$ cat src/tcfpc_consts.vh
// Purpose: constants for the touch coordinate filter and power block
// Assumes: 40 MHz system clock
// Notes: register byte offsets on the APB word map
`ifndef TCFPC_CONSTS_VH
`define TCFPC_CONSTS_VH
`define TCFPC_OFF_CTRL 8'h00
`define TCFPC_OFF_CFG 8'h04
`define TCFPC_OFF_STAT 8'h08
`define TCFPC_OFF_COORD 8'h0C
`define TCFPC_MODE_STREAM 8'h01
`define TCFPC_MODE_TDOWN 8'h02
`define TCFPC_MODE_LIFT 8'h04
`define TCFPC_OS_DEF 8'h08
`define TCFPC_DELTA_DEF 6'h08
`define TCFPC_FOCUS_DEF 6'h04
`define TCFPC_CMD_SPD 8'hA2
`define TCFPC_CMD_WAKE 8'hA7
`define TCFPC_CMD_STBY 8'hA8
`define TCFPC_HDR_NOZ 8'h80
`define TCFPC_HDR_Z 8'h90
`define TCFPC_IDLE_US 1000
`define TCFPC_CLK_MHZ 40
`endif

$ cat src/tcfpc_top.v
// Purpose: oversample, delta and focus filter touch coordinates, frame
//    reports, and manage standby entry and wake
// Assumes: sample inputs synchronous to clk_sys_i; byte sink has ready
// Notes: report bytes leave on a byte stream to the UART transmitter
//
// Overview of operation
// - pressure on: fifth byte carries Z 0-127
// - standby via toggle, power-off pin, command
// - self power down: idle sleeps, activity wakes
// - standby stops activity, indicator pin high
// - power-off pin low ignores touch and UART
// - pin release clears UART buffers, resumes
// - command standby wakes by wakeup, touch if enabled
// - command standby wake clears UART buffers
// - oversample 1..32 per axis, default 8
// - predict last plus last difference
// - close samples pass, others only kept history
// - max delta 0-63, default 8
// - focus sends new if far, else stored
// - focus 0-63, zero disables, default 4
// - liftoff mode sends final coordinate only
// - touchdown mode sends first coordinate only
// - streaming mode sends while touched
// - reset input or brownout initialises all
// - mode codes 01 stream, 02 down, 04 lift
//
// Added by the designer: the address map and register access over APB.
`timescale 1ns/1ps
`include "tcfpc_consts.vh"
module tcfpc_top #(
   parameter IDLE_CYC = `TCFPC_IDLE_US * `TCFPC_CLK_MHZ
) (
   // clock and resets
   input wire clk_sys_i,
   input wire reset_i,
   input wire brownout_i,
   // apb slave
   input wire psel_i,
   input wire penable_i,
   input wire pwrite_i,
   input wire [7:0] paddr_i,
   input wire [31:0] pwdata_i,
   output wire [31:0] prdata_o,
   output wire pready_o,
   output wire pslverr_o,
   // touch samples
   input wire touch_i,
   input wire smp_valid_i,
   input wire [9:0] smp_x_i,
   input wire [9:0] smp_y_i,
   input wire [9:0] smp_z_i,
   // uart side
   input wire [7:0] rx_byte_i,
   input wire rx_valid_i,
   output wire [7:0] tx_byte_o,
   output wire tx_valid_o,
   input wire tx_ready_i,
   output wire buf_clear_o,
   // power
   input wire power_off_n_i,
   output wire indicator_pin_o,
   output wire osc_run_o,
   output wire standby_o
);
   localparam ST_RUN = 2'b00;
   localparam ST_AUTO = 2'b01;
   localparam ST_CMD = 2'b10;
   localparam ST_PIN = 2'b11;
   localparam TX_IDLE = 1'b0;
   localparam TX_SEND = 1'b1;

   function [11:0] absd;
      input [11:0] a;
      input [11:0] b;
      reg [11:0] d;
      begin
         d = a - b;
         absd = d[11] ? (~d + 12'h001) : d;
      end
   endfunction

   function [2:0] os_shift;
      input [7:0] code;
      begin
         case (code)
            8'h01: os_shift = 3'h0;
            8'h02: os_shift = 3'h1;
            8'h04: os_shift = 3'h2;
            8'h08: os_shift = 3'h3;
            8'h10: os_shift = 3'h4;
            8'h20: os_shift = 3'h5;
            default: os_shift = 3'h7;
         endcase
      end
   endfunction

   // sum can reach 15 bits; the shifted mean always fits ten
   function [9:0] avg_of;
      input [14:0] acc;
      input [9:0] smp;
      input [2:0] shift;
      reg [14:0] s;
      begin
         s = (acc + {5'h00, smp}) >> shift;
         avg_of = s[9:0];
      end
   endfunction

   wire rst = reset_i | brownout_i;
   integer i;
   integer i_os, i_fl, i_rp, i_tx;

   // configuration
   reg [7:0] mode_q;
   reg pres_en_q;
   reg spd_en_q;
   reg [7:0] os_q;
   reg [5:0] maxd_q;
   reg [5:0] foc_q;
   // apb answer
   reg [31:0] prdata_q;
   reg pready_q;
   reg pslverr_q;
   // power
   reg [1:0] pst_q;
   reg [31:0] idle_q;
   reg clr_q;
   reg stby_q;
   reg osc_q;
   // oversampling
   reg [14:0] acc_q [0:2];
   reg [5:0] cnt_q;
   reg [9:0] avg_q [0:2];
   reg avg_v_q;
   // filters
   reg [9:0] h1_q [0:2];
   reg [9:0] h2_q [0:2];
   reg [1:0] hn_q;
   reg [9:0] fp_q [0:2];
   reg fp_v_q;
   reg [9:0] rep_q [0:2];
   reg rep_v_q;
   // reporting
   reg touch_q;
   reg sent_q;
   reg [9:0] hold_q [0:2];
   reg hold_v_q;
   reg [9:0] last_q [0:2];
   // transmit
   reg tx_st_q;
   reg [2:0] tx_idx_q;
   reg [7:0] tx_byte_q;
   reg tx_valid_q;
   reg [7:0] tb_q [0:4];
   reg [2:0] tx_n_q;

   wire stby = (pst_q != ST_RUN);
   wire setup = psel_i & ~penable_i;
   wire wr = psel_i & penable_i & pwrite_i;
   wire rx_ok = rx_valid_i & power_off_n_i;
   wire [2:0] sh = os_shift(os_q);
   wire [5:0] os_last = os_q[5:0] - 6'h01;

   // filter combinational view, one lane per axis
   reg [11:0] pred [0:2];
   reg [2:0] dok;
   reg [9:0] fo [0:2];
   reg [2:0] fnew;
   always @* begin
      for (i = 0; i < 3; i = i + 1) begin
         pred[i] = {1'b0, h1_q[i], 1'b0} - {2'b00, h2_q[i]};
         dok[i] = (hn_q != 2'b10) ||
            (absd({2'b00, avg_q[i]}, pred[i]) <= {6'h00, maxd_q});
         fnew[i] = (foc_q == 6'h00) || !fp_v_q ||
            (absd({2'b00, avg_q[i]}, {2'b00, fp_q[i]}) >= {6'h00, foc_q});
         fo[i] = fnew[i] ? avg_q[i] : fp_q[i];
      end
   end

   // register file and apb
   always @(posedge clk_sys_i) begin
      if (rst) begin
         mode_q <= `TCFPC_MODE_STREAM;
         pres_en_q <= 1'b1;
         spd_en_q <= 1'b1;
         os_q <= `TCFPC_OS_DEF;
         maxd_q <= `TCFPC_DELTA_DEF;
         foc_q <= `TCFPC_FOCUS_DEF;
         prdata_q <= 32'h00000000;
         pready_q <= 1'b0;
         pslverr_q <= 1'b0;
      end else begin
         pready_q <= 1'b1;
         if (setup) begin
            pslverr_q <= 1'b0;
            prdata_q <= 32'h00000000;
            case (paddr_i)
               `TCFPC_OFF_CTRL: prdata_q <= {22'h0, spd_en_q, pres_en_q, mode_q};
               `TCFPC_OFF_CFG: prdata_q <= {10'h0, foc_q, 2'b00, maxd_q, os_q};
               `TCFPC_OFF_STAT:
                  prdata_q <= {27'h0, hold_v_q, touch_i, ~power_off_n_i, pst_q};
               `TCFPC_OFF_COORD:
                  prdata_q <= {2'b00, last_q[2], last_q[1], last_q[0]};
               default: pslverr_q <= 1'b1;
            endcase
         end
         if (wr && paddr_i == `TCFPC_OFF_CTRL) begin
            // unknown mode codes keep the old mode
            if (pwdata_i[7:0] == `TCFPC_MODE_STREAM ||
                pwdata_i[7:0] == `TCFPC_MODE_TDOWN ||
                pwdata_i[7:0] == `TCFPC_MODE_LIFT) begin
               mode_q <= pwdata_i[7:0];
            end
            pres_en_q <= pwdata_i[8];
            spd_en_q <= pwdata_i[9];
         end else if (rx_ok && pst_q == ST_RUN && rx_byte_i == `TCFPC_CMD_SPD) begin
            spd_en_q <= ~spd_en_q;
         end
         if (wr && paddr_i == `TCFPC_OFF_CFG) begin
            if (os_shift(pwdata_i[7:0]) != 3'h7) begin
               os_q <= pwdata_i[7:0];
            end
            maxd_q <= pwdata_i[13:8];
            foc_q <= pwdata_i[21:16];
         end
      end
   end

   // power state
   always @(posedge clk_sys_i) begin
      if (rst) begin
         pst_q <= ST_RUN;
         idle_q <= 32'h00000000;
         clr_q <= 1'b0;
         stby_q <= 1'b0;
         osc_q <= 1'b1;
      end else begin
         clr_q <= 1'b0;
         if (touch_i || rx_ok) begin
            idle_q <= 32'h00000000;
         end else if (idle_q < IDLE_CYC) begin
            idle_q <= idle_q + 32'h00000001;
         end
         case (pst_q)
            ST_RUN: begin
               if (!power_off_n_i) begin
                  pst_q <= ST_PIN;
                  {stby_q, osc_q} <= 2'b10;
               end else if (rx_ok && rx_byte_i == `TCFPC_CMD_STBY) begin
                  pst_q <= ST_CMD;
                  {stby_q, osc_q} <= 2'b10;
               end else if (spd_en_q && idle_q >= IDLE_CYC) begin
                  pst_q <= ST_AUTO;
                  {stby_q, osc_q} <= 2'b10;
               end
            end
            ST_AUTO: begin
               if (!power_off_n_i) begin
                  pst_q <= ST_PIN;
               end else if (touch_i || rx_ok) begin
                  pst_q <= ST_RUN;
                  {stby_q, osc_q} <= 2'b01;
                  idle_q <= 32'h00000000;
               end
            end
            ST_CMD: begin
               if (!power_off_n_i) begin
                  pst_q <= ST_PIN;
               end else if ((rx_ok && rx_byte_i == `TCFPC_CMD_WAKE) ||
                            (spd_en_q && touch_i)) begin
                  pst_q <= ST_RUN;
                  {stby_q, osc_q} <= 2'b01;
                  clr_q <= 1'b1;
                  idle_q <= 32'h00000000;
               end
            end
            ST_PIN: begin
               if (power_off_n_i) begin
                  pst_q <= ST_RUN;
                  {stby_q, osc_q} <= 2'b01;
                  clr_q <= 1'b1;
                  idle_q <= 32'h00000000;
               end
            end
            default: begin
               pst_q <= ST_RUN;
               {stby_q, osc_q} <= 2'b01;
            end
         endcase
      end
   end

   // oversampling, stopped in standby
   always @(posedge clk_sys_i) begin
      if (rst) begin
         for (i_os = 0; i_os < 3; i_os = i_os + 1) begin
            acc_q[i_os] <= 15'h0000;
            avg_q[i_os] <= 10'h000;
         end
         cnt_q <= 6'h00;
         avg_v_q <= 1'b0;
      end else begin
         avg_v_q <= 1'b0;
         if (stby || !touch_i) begin
            cnt_q <= 6'h00;
            for (i_os = 0; i_os < 3; i_os = i_os + 1) acc_q[i_os] <= 15'h0000;
         end else if (smp_valid_i) begin
            if (cnt_q == os_last) begin
               cnt_q <= 6'h00;
               avg_v_q <= 1'b1;
               for (i_os = 0; i_os < 3; i_os = i_os + 1) acc_q[i_os] <= 15'h0000;
               avg_q[0] <= avg_of(acc_q[0], smp_x_i, sh);
               avg_q[1] <= avg_of(acc_q[1], smp_y_i, sh);
               avg_q[2] <= avg_of(acc_q[2], smp_z_i, sh);
            end else begin
               cnt_q <= cnt_q + 6'h01;
               acc_q[0] <= acc_q[0] + {5'h00, smp_x_i};
               acc_q[1] <= acc_q[1] + {5'h00, smp_y_i};
               acc_q[2] <= acc_q[2] + {5'h00, smp_z_i};
            end
         end
      end
   end

   // delta and focus filters; history restarts with each touch
   always @(posedge clk_sys_i) begin
      if (rst) begin
         for (i_fl = 0; i_fl < 3; i_fl = i_fl + 1) begin
            h1_q[i_fl] <= 10'h000;
            h2_q[i_fl] <= 10'h000;
            fp_q[i_fl] <= 10'h000;
            rep_q[i_fl] <= 10'h000;
         end
         hn_q <= 2'b00;
         fp_v_q <= 1'b0;
         rep_v_q <= 1'b0;
      end else begin
         rep_v_q <= 1'b0;
         if (!touch_i) begin
            hn_q <= 2'b00;
            fp_v_q <= 1'b0;
         end else if (avg_v_q) begin
            for (i_fl = 0; i_fl < 3; i_fl = i_fl + 1) begin
               h2_q[i_fl] <= h1_q[i_fl];
               h1_q[i_fl] <= avg_q[i_fl];
               rep_q[i_fl] <= fo[i_fl];
               if (dok[1:0] == 2'b11 && fnew[i_fl]) fp_q[i_fl] <= avg_q[i_fl];
            end
            if (hn_q != 2'b10) hn_q <= hn_q + 2'b01;
            // a pair is reported only when both planar axes pass
            if (dok[1:0] == 2'b11) begin
               rep_v_q <= 1'b1;
               fp_v_q <= 1'b1;
            end
         end
      end
   end

   // reporting modes and byte framing
   wire fall = touch_q & ~touch_i;
   wire go_str = rep_v_q && mode_q == `TCFPC_MODE_STREAM;
   wire go_td = rep_v_q && mode_q == `TCFPC_MODE_TDOWN && !sent_q;
   // a report landing on the release edge is the final one and wins
   wire go_lo = fall && (hold_v_q || rep_v_q) && mode_q == `TCFPC_MODE_LIFT;
   wire go = (go_str | go_td | go_lo) && tx_st_q == TX_IDLE && !stby;
   wire use_hold = go_lo && !rep_v_q;
   wire [9:0] sx = use_hold ? hold_q[0] : rep_q[0];
   wire [9:0] sy = use_hold ? hold_q[1] : rep_q[1];
   wire [9:0] sz = use_hold ? hold_q[2] : rep_q[2];

   always @(posedge clk_sys_i) begin
      if (rst) begin
         touch_q <= 1'b0;
         sent_q <= 1'b0;
         hold_v_q <= 1'b0;
         for (i_rp = 0; i_rp < 3; i_rp = i_rp + 1) begin
            hold_q[i_rp] <= 10'h000;
            last_q[i_rp] <= 10'h000;
         end
      end else begin
         touch_q <= touch_i;
         if (!touch_i) begin
            sent_q <= 1'b0;
         end else if (go_td) begin
            sent_q <= 1'b1;
         end
         if (fall) begin
            hold_v_q <= 1'b0;
         end else if (rep_v_q) begin
            hold_v_q <= 1'b1;
            for (i_rp = 0; i_rp < 3; i_rp = i_rp + 1) hold_q[i_rp] <= rep_q[i_rp];
         end
         if (go) begin
            last_q[0] <= sx;
            last_q[1] <= sy;
            last_q[2] <= sz;
         end
      end
   end

   // transmit sequencer; a report arriving while busy is dropped
   always @(posedge clk_sys_i) begin
      if (rst || clr_q) begin
         tx_st_q <= TX_IDLE;
         tx_idx_q <= 3'h0;
         tx_byte_q <= 8'h00;
         tx_valid_q <= 1'b0;
         tx_n_q <= 3'h4;
         for (i_tx = 0; i_tx < 5; i_tx = i_tx + 1) tb_q[i_tx] <= 8'h00;
      end else begin
         case (tx_st_q)
            TX_IDLE: begin
               if (go) begin
                  tx_st_q <= TX_SEND;
                  tx_idx_q <= 3'h0;
                  tx_valid_q <= 1'b1;
                  tx_byte_q <= pres_en_q ? `TCFPC_HDR_Z : `TCFPC_HDR_NOZ;
                  tb_q[1] <= {4'h0, sx[1:0], sy[1:0]};
                  tb_q[2] <= sx[9:2];
                  tb_q[3] <= sy[9:2];
                  tb_q[4] <= {1'b0, sz[9:3]};
                  tx_n_q <= pres_en_q ? 3'h5 : 3'h4;
               end
            end
            TX_SEND: begin
               if (stby) begin
                  tx_valid_q <= 1'b0;
                  tx_st_q <= TX_IDLE;
               end else if (tx_ready_i) begin
                  if (tx_idx_q + 3'h1 == tx_n_q) begin
                     tx_valid_q <= 1'b0;
                     tx_st_q <= TX_IDLE;
                  end else begin
                     tx_idx_q <= tx_idx_q + 3'h1;
                     tx_byte_q <= tb_q[tx_idx_q + 3'h1];
                  end
               end
            end
            default: tx_st_q <= TX_IDLE;
         endcase
      end
   end

   assign prdata_o = prdata_q;
   assign pready_o = pready_q;
   assign pslverr_o = pslverr_q;
   assign tx_byte_o = tx_byte_q;
   assign tx_valid_o = tx_valid_q;
   assign buf_clear_o = clr_q;
   assign standby_o = stby_q;
   assign indicator_pin_o = stby_q;
   assign osc_run_o = osc_q;
endmodule
$ cat config.mk
export PLATFORM = sky130hd
export DESIGN_NAME = tcfpc_top
export DESIGN_NICKNAME = d
export VERILOG_FILES = /design/src/tcfpc_top.v
export VERILOG_INCLUDE_DIRS = /design/src
export SDC_FILE = /design/constraint.sdc
export NUM_CORES = 1
export LEC_CHECK = 0
export ABC_CLOCK_PERIOD_IN_PS = 5400
export BUFFER_PORTS_ARGS = -buffer_cell sky130_fd_sc_hd__buf_2
export CELL_PAD_IN_SITES_DETAIL_PLACEMENT = 2
export CELL_PAD_IN_SITES_GLOBAL_PLACEMENT = 2
export CORE_MARGIN = 2
export CORE_UTILIZATION = 36
export DETAILED_ROUTE_END_ITERATION = 16
export PLACE_DENSITY = 0.78
export SYNTH_ARGS = -nofsm -noshare
export SYNTH_HDL_FRONTEND = slang
export SYNTH_SLANG_ARGS = --single-unit
$ cat constraint.sdc
create_clock -name clk_sys_i -period 5.4 [get_ports clk_sys_i]
set_clock_uncertainty 0.15 [all_clocks]
set_input_delay 0.27 -clock clk_sys_i [delete_from_list [all_inputs] [get_ports clk_sys_i]]
set_output_delay 0.27 -clock clk_sys_i [all_outputs]
set_load 0.03 [all_outputs]
# Yosys cells after proc, flatten, opt, wreduce, memory -nomap -nowiden
# Memories as Yosys holds them, arrays and structs flattened.
# Index checks and enable logic that the tools add are counted.
# totals
ramBits	295
output_inout_bits	47
mem_count	9
regBits	131
wordCells	380
in_bits	89
# mem_list
memory	words	word_bits	rd	rd_ports_with_merged_regs	wr	line_no	text
acc_q	3	15	3	0	3	tcfpc_top.v:131	reg [14:0] acc_q [0:2];
tb_q	5	8	1	0	5	tcfpc_top.v:154	reg [7:0] tb_q [0:4];
avg_q	3	10	3	0	3	tcfpc_top.v:133	reg [9:0] avg_q [0:2];
fp_q	3	10	3	0	3	tcfpc_top.v:139	reg [9:0] fp_q [0:2];
h1_q	3	10	3	0	3	tcfpc_top.v:136	reg [9:0] h1_q [0:2];
h2_q	3	10	2	0	3	tcfpc_top.v:137	reg [9:0] h2_q [0:2];
3 more memories	--	--	--	--	--	--	
# classes
n_reduce_logical	56
shifts	3
n_lt_le_gt_ge	7
n_mux	162
bitwise_logic	53
addsub	20
n_eq_ne	43
# ops
op	n
10-bit two-way mux	27
32-bit two-way mux	7
15-bit two-way mux	9
30-bit case mux with 4 select lines	1
32-bit case mux with 3 select lines	1
1-bit two-way mux	78
8-bit two-way mux	8
12-bit by 1-bit adder with 12-bit output (second input constant)	5
12-bit two-way mux	5
12-bit inverter	5
15-bit by 10-bit adder with 15-bit output	3
15-bit by 3-bit right shift with 10-bit output	3
1-bit bitwise OR	37
12-bit by 6-bit >= comparator with 1-bit output	3
3-bit case mux with 6 select lines	2
10-bit by 10-bit subtractor with 11-bit output	3
32-bit by 1-bit adder with 32-bit output (second input constant)	1
8-bit by 3-bit equality test with 1-bit output (second input constant)	4
8-bit by 4-bit equality test with 1-bit output (second input constant)	4
32-bit by 16-bit >= comparator with 1-bit output (second input constant)	1
32-bit by 16-bit less-than comparator with 1-bit output (second input constant)	1
8-bit by 1-bit equality test with 1-bit output (second input constant)	3
8-bit by 2-bit equality test with 1-bit output (second input constant)	3
8-bit equality test (second input constant)	3
43 further kinds	127

# Longest topological paths before layout
# Gate-level depths: netlist (run 1).
# An unclocked memory read counts as a cell.
# logic_depth
word_depth	16
ltp_mapped	24
ltp_nobuf	23

# Least setup slack after synthesis (run 1)
# Ideal clock, no wire load.
# synth_timing
path_type	register to register
start	mem avg_q[0][5]
end	mem fp_q[2][0], in the netlist fp_q[0][20] (enable)
required_time_ps	4859
path_buffers	0
path_stages_with_launch	20
slack_ps	-272
synth_period_minus_slack_ps	5672
setup_time_ps	391
arrival_ps	5131
cell_sequence	edfxtp_1 > inv_1 > fa_1 > inv_1 > ha_1 > a21oi_1 > o21ai_0 > o32ai_1 > nand2_1 > xor2_1 > ha_1 > a2111oi_0 > a21oi_1 > nor2_1 > nand2_1 > a211oi_1 > o211a_1 > a41oi_2 > nand2b_1 > o21ai_0
# synth_lines
item	line_no
start: declaration	tcfpc_top.v:133
end: declaration	tcfpc_top.v:139

==> impl_results.md, run 1 <==
* Outcome: complete, no violations
* CP Max Fanout at 5
* Root buffer cell: clkbuf_16
* CP top delay family: compound AO/OA/AOI/OAI gates
* Starting Density at 36.5%
* Avg Inst Size Synth at 9.55 um2
* H-Tree Depth at 2
* Startpoint types: register
* Fin crit share at 98.0%
* Post-DR wirelength/cell at 23.0 um
* Vias/cell at 5.48
* Vias in the first global route at 21800
* Post-synth ARST share at 0%
* Pins Over Slew Limit at 0
* Least-Margin Pin Slew at 1.20 ns
* Slowest cell on crit path: fa_1
* Pleak at 11.0 nW
* DP Cell Count at 3432
* First-pass GRT wire length at 125000 um
* Top Ports at 136
* Total grt overflow at 0
* Final hold violation count at 0
* PwrDens at 296 nW/um2
* DIE WIDTH at 260 um
* Critical path type: reg2reg
* Tot GR Track Use at 23.4%
* Detail Route Antenna Nets at 0
* Post-route DRC violation count at 0
* Post-route minimum period at 5.29 ns
* Endpoints failing setup at 0
* Main flop type after synthesis: edfxtp_1
* Finished Layout Cells at 3569
* Cell Chain, Critical Path: fa_1 > inv_1 > ha_1 > a21o_1 > a21o_1 > nor2_2 > nor2b_2 > a31oi_4 > o21ai_1 > xnor2_1 > ha_1 > a2111oi_1 > a21oi_1 > nor2_2 > nand2_1 > a211oi_2 > o211a_1 > a41oi_4 > buf_4 > o31ai_4 > buf_6
* Post-synthesis instance area at 23600 um2
* Die footprint at 67500 um2
* Post-synth EDFFs at 262
* Slew headroom at 19.8%
* CTS Buf Count at 46
* CP required at 5.56 ns
* Fraction of the yosys area taken by sequential cells at 44.2%
* Layout cells sized above 1 at 16.1%
* Power Total at 8.25 mW
* WL final at 81900 um
* Final #Nets at 2917
* FMAX at 189 MHz
* Yosys warns at 0
* Kind of end point of the critical path: register
* 1st-iter DRT viols at 855
* Number of synthesized register bits at 389
* Post-synthesis cell type count at 105
* Cells after Synth at 2468
* Worst Path Arrival at 5.45 ns
* Drt first pass iters at 5
* Maximum buffer depth of the clock tree at 3
* Initial antenna violation count at 1
* Routability cong. at 0.862
* Placeable Area at 64600 um2
* Max cap viols at 0
* CP bufs+invs at 3
* Largest net degree at the start of global routing at 54
* Via Count at 19600
* Post-DP HPWL at 58600 um
* Largest stage delay, worst path at 0.55 ns
* Port Buffers at 121
* Cell Rows at 93
* Reg clk slew, reported paths at 0.06 ns
* Worst skew pair latency at 0.61 ns
* Peak VDD IR at 0.000218 V
* Syn-to-layout area delta at 18.1%
* Die H at 260 um
* CTS tree: done
* Hold/Removal Path Class: in2reg
* CTS sink cnt at 389
synth_stat cells (6+ instances only):
| cell type | n | area share (%) |
|---|---|---|
| nor3_1 | 30 | 0.64 |
| xnor2_1 | 65 | 2.4 |
| nand4_1 | 13 | 0.35 |
| dfxtp_1 | 127 | 11 |
| o22ai_1 | 14 | 0.37 |
| a211oi_1 | 14 | 0.45 |
| o221ai_1 | 6 | 0.22 |
| o31ai_1 | 7 | 0.22 |
| o2111ai_1 | 10 | 0.37 |
| nand3_1 | 66 | 1.4 |
| o211ai_1 | 35 | 1.1 |
| nor2b_1 | 63 | 1.7 |
| inv_1 | 166 | 2.6 |
| mux2i_1 | 77 | 3.3 |
| mux2_2 | 9 | 0.43 |
| o211a_1 | 6 | 0.25 |
| clkbuf_1 | 92 | 1.5 |
| ha_1 | 129 | 6.8 |
| a21o_1 | 16 | 0.51 |
| o21ai_0 | 91 | 1.9 |
| nand2_1 | 236 | 3.8 |
| nor4_1 | 14 | 0.37 |
| or4_1 | 7 | 0.22 |
| or2_2 | 10 | 0.27 |
| a31oi_1 | 7 | 0.19 |
| fa_1 | 24 | 2.0 |
| nor2_1 | 288 | 4.6 |
| nand2b_1 | 29 | 0.77 |
| xor2_1 | 56 | 2.1 |
| and2_4 | 28 | 1.0 |
| edfxtp_1 | 262 | 33 |
| a21oi_1 | 168 | 3.6 |
| nor3b_1 | 8 | 0.25 |
| and3_1 | 24 | 0.64 |
| a311oi_1 | 6 | 0.22 |
| or3_1 | 15 | 0.40 |
| o21a_1 | 18 | 0.57 |
| and2_1 | 80 | 2.1 |
| a22oi_1 | 28 | 0.89 |
placed cells by master, fill, tap and decap left out, types with 63 or more instances in the layout:
cell type	count
a21oi_1	163
and2_1	79
buf_2	121
buf_4	103
dfxtp_1	127
edfxtp_1	262
ha_1	127
inv_1	164
mux2i_1	76
nand2_1	234
nand3_1	66
nor2_1	286
o21ai_0	80
xnor2_1	63
registers in the layout, summed over array words and instances (netlist names), 20 cells and up:
name	count
h2_q	20
acc_q	45
idle_q	32
h1_q	20
prdata_o	30
last_q	30
avg_q	30
fp_q	30
hold_q	30
rep_q	30
tb_q	27
area by class of cell:
cell class              count  area (um2)
fillers                  6857       36700
multi-input cells        1807       12400
flip-flops and latches    389       10400
repair buffers            263        1830
clock buffers              64        1320
well taps                 855        1070
inverters                 168         631
clock inverters            22         204
diodes                      1        2.50
what timing repair did:
item / 4_1_cts / 5_1_grt
buffers inserted: 2 / 18
endpoints found under the hold margin: 35 / 0
resized for setup: 16 / 58
endpoints found under the setup margin: 70 / 83
pin swaps: 3 / 24
hold buffers: 25 / 0
cloned: 1 / 4
per-layer routing:
metal | vias to the layer above | wire, um | track usage [%]
li1 | 9129 | - | -
met1 | 9938 | 33700 | 27.8
met2 | 346 | 43200 | 43.8
met3 | 146 | 2560 | 2.78
met4 | 2 | 2480 | 7.26
met5 | - | 11 | 0
kinds of logic after synthesis:
family | count (synthesis) | synth area share, %
compound gates | 504 | 14.3
xor+xnor | 121 | 4.50
fa+ha+maj | 153 | 8.89
buf+inv | 273 | 4.58
flops | 389 | 44.2
mux | 89 | 3.99
other cells | 1 | 0.0159
simple gates | 938 | 19.6
power by group:
group | leakage (nW) | switching, mW | internal (mW) | total (mW)
Combinational | 6.25 | 1.04 | 0.713 | 1.75
Sequential | 3.98 | 0.0563 | 3.25 | 3.31
Clock | 0.746 | 1.37 | 1.82 | 3.19
through the flow:
stage / hold slack [ns] / cell area (um2) / setup TNS [ns] / utilization [%] / setup slack [ns]
3_5_place_dp: 0.298 / 25500 / -11.59 / 39.5 / -0.264
4_1_cts: 0.000653 / 27400 / 0 / 42.4 / 0.00833
5_1_grt: 0.0426 / 27800 / -4.44 / 43.1 / -0.0995
3_3_place_gp: 0.289 / 25500 / 0 / 39.5 / 0.119
6_report: 0.0179 / 27800 / 0 / 43.1 / 0.110
2_1_floorplan: 0.245 / 23600 / -0.331 / - / -0.0224
worst min-delay path, stage by stage:
cell    delay (ns)
buf_2         0.08
ha_1          0.16
inv_1         0.05
nor2_1        0.09
worst paths after layout:
kind                      from            to  slack [ns]  cells past startpoint
setup / recovery   h1_q[0][14]    fp_q[0][7]        0.11                     21
hold reg to reg   prdata_o[24]  prdata_o[24]        0.30                      2
hold / removal      smp_y_i[0]  acc_q[0][15]        0.02                      4
setup reg to reg   h1_q[0][14]    fp_q[0][7]        0.11                     21
Power figures use the tool's default switching activity.
==> run 2, diff against run 1 <==
Settings changed: SETUP_SLACK_MARGIN set to 0.4, TNS_END_PERCENT set to 5.
==> run 2 against run 1 <==
Effect of this change:
- the flow now finishes with violations (setup timing)
- worst setup slack worse by 0.37 ns
- non-clock buffer count is 40 higher
- utilization rose by 1.2 points
- largest cell class unchanged
==> impl_results.md, run 2 (same netlist as run 1, synthesis figures left out) <==
* Outcome: finished, violations left
* Failing checks: setup timing
* DIE WIDTH at 260 um
* Max cap viols at 0
* RSZ-0062 raised after global routing: yes
* Sum Neg Setup Slack at -10.88 ns
* Finished Layout Cells at 3612
* H-Tree Depth at 2
* Final #Nets at 2958
* Placeable Area at 64600 um2
* Vias in the first global route at 22500
* Startpoint types: register
* CTS tree: done
* Top Ports at 136
* Peak VDD IR at 0.000210 V
* Root buffer cell: clkbuf_16
* Maximum buffer depth of the clock tree at 3
* Drt first pass iters at 7
* Total grt overflow at 0
* Die footprint at 67500 um2
* Hold/Removal Path Class: in2reg
* Kind of end point of the critical path: register
* Endpoints failing setup at 60
* WL final at 92800 um
* Starting Density at 36.5%
* CP required at 5.57 ns
* Reg clk slew, reported paths at 0.07 ns
* Post-route minimum period at 5.66 ns
* Most frequent cells in the layout: 283 x nor2_1, 262 x edfxtp_1, 232 x nand2_1
* Pleak at 11.3 nW
* Tot GR Track Use at 25.0%
* Vias/cell at 5.67
* 1st-iter DRT viols at 1305
* Port Buffers at 121
* CTS Buf Count at 47
* Cell Rows at 93
* Top reg by flops: acc_q
* Post-route DRC violation count at 0
* Post-layout util at 44.3%
* Final Cell Area at 28600 um2
* Least-Margin Pin Slew at 1.27 ns
* CTS sink cnt at 389
* Post-DR wirelength/cell at 25.7 um
* Post-DP HPWL at 59500 um
* FMAX at 177 MHz
* CP Max Fanout at 6
* Dpl cell area at 25800 um2
* Worst Path Arrival at 5.84 ns
* Worst skew pair latency at 0.61 ns
* Critical path type: reg2reg
* Detail Route Antenna Nets at 0
* Initial antenna violation count at 3
* Most common cell after layout, fill and taps aside: nor2_1
* Final hold violation count at 0
* Fin crit share at 105%
* Pins Over Slew Limit at 0
* Layout cells sized above 1 at 19.1%
* Post-layout worst setup margin at -0.264 ns
* Top Registers: acc_q (45), idle_q (32)
* Routability cong. at 0.835
* Die H at 260 um
* DP Cell Count at 3453
* Syn-to-layout area delta at 21.5%
* Largest register FFs at 45
* Slew headroom at 15.4%
* PwrDens at 305 nW/um2
* Via Count at 20500
* First-pass GRT wire length at 133000 um
* Largest net degree at the start of global routing at 53
* Hold_ws at 0.0445 ns
## run 2: cell count changes in the layout (fill, tap and decap cells not counted), sizes merged
cell	before	now
diode	1	2
bufinv	2	6
buf	236	278
clkinvlp	2	0
clkbuf	66	63
clkinv	17	18
## run 2: layer usage
metal / global-route usage (%) / up-vias / wire (um)
met5: 0 / - / 13
met4: 10.5 / 2 / 4610
met3: 2.78 / 231 / 3350
met2: 46.4 / 511 / 47700
met1: 29.1 / 10500 / 37100
li1: - / 9223 / -
## run 2: through the flow
step	total power, mW	setup slack, ns
after floorplan	4.40	0.399
after global placement	4.82	-0.0541
after detailed placement	4.97	-0.318
after CTS	8.47	0.137
after global routing	9.04	-0.437
final	8.74	-0.264
## run 2: cell type report
type	instances	area, um2
clock buffers	63	1280
repair buffers	303	2200
flip-flops and latches	389	10400
multi-input cells	1807	12700
inverters	168	631
clock inverters	25	309
diodes	2	5.00
well taps	855	1070
fillers	6772	36000
## run 2: critical path: stages (launching register included)
cell      delay (ns)
edfxtp_1        0.39
inv_1           0.09
fa_1            0.56
inv_1           0.08
ha_4            0.31
o211ai_1        0.16
a211oi_1        0.37
buf_4           0.22
o32ai_4         0.09
buf_4           0.16
nor2b_2         0.15
xnor2_1         0.12
ha_1            0.31
nand4_1         0.11
o22ai_2         0.23
a21oi_2         0.07
nor2_2          0.18
nand2_1         0.10
a211oi_2        0.18
o211a_1         0.27
a41oi_4         0.20
buf_6           0.19
buf_12          0.12
o31ai_4         0.28
buf_6           0.14
buf_12          0.12
## run 2: worst paths after layout
check	startpoint	to	slack, ns	cells past startpoint
max	h2_q[0][3]	fp_q[0][8]	-0.26	25
min	smp_x_i[0]	acc_q[0][0]	0.04	4
max reg2reg	h2_q[0][3]	fp_q[0][8]	-0.26	25
min reg2reg	tx_byte_o[4]	tx_byte_o[4]	0.30	2
## run 2: power by group
| part | internal, mW | total [mW] | switching, mW |
|---|---|---|---|
| sequential | 3.25 | 3.32 | 0.0641 |
| combinational | 0.846 | 2.06 | 1.21 |
| clock | 1.96 | 3.37 | 1.40 |
| total | 6.06 | 8.74 | 2.68 |
## run 2: repair_timing
| item | CTS | global route |
|---|---|---|
| gates cloned | 3 | 0 |
| hold endpoints to repair | 30 | 0 |
| pin swaps | 29 | 48 |
| endpoints found under the setup margin | 90 | 92 |
| gates resized for setup | 55 | 90 |
| hold buffers | 25 | 0 |
| setup buffers | 27 | 14 |
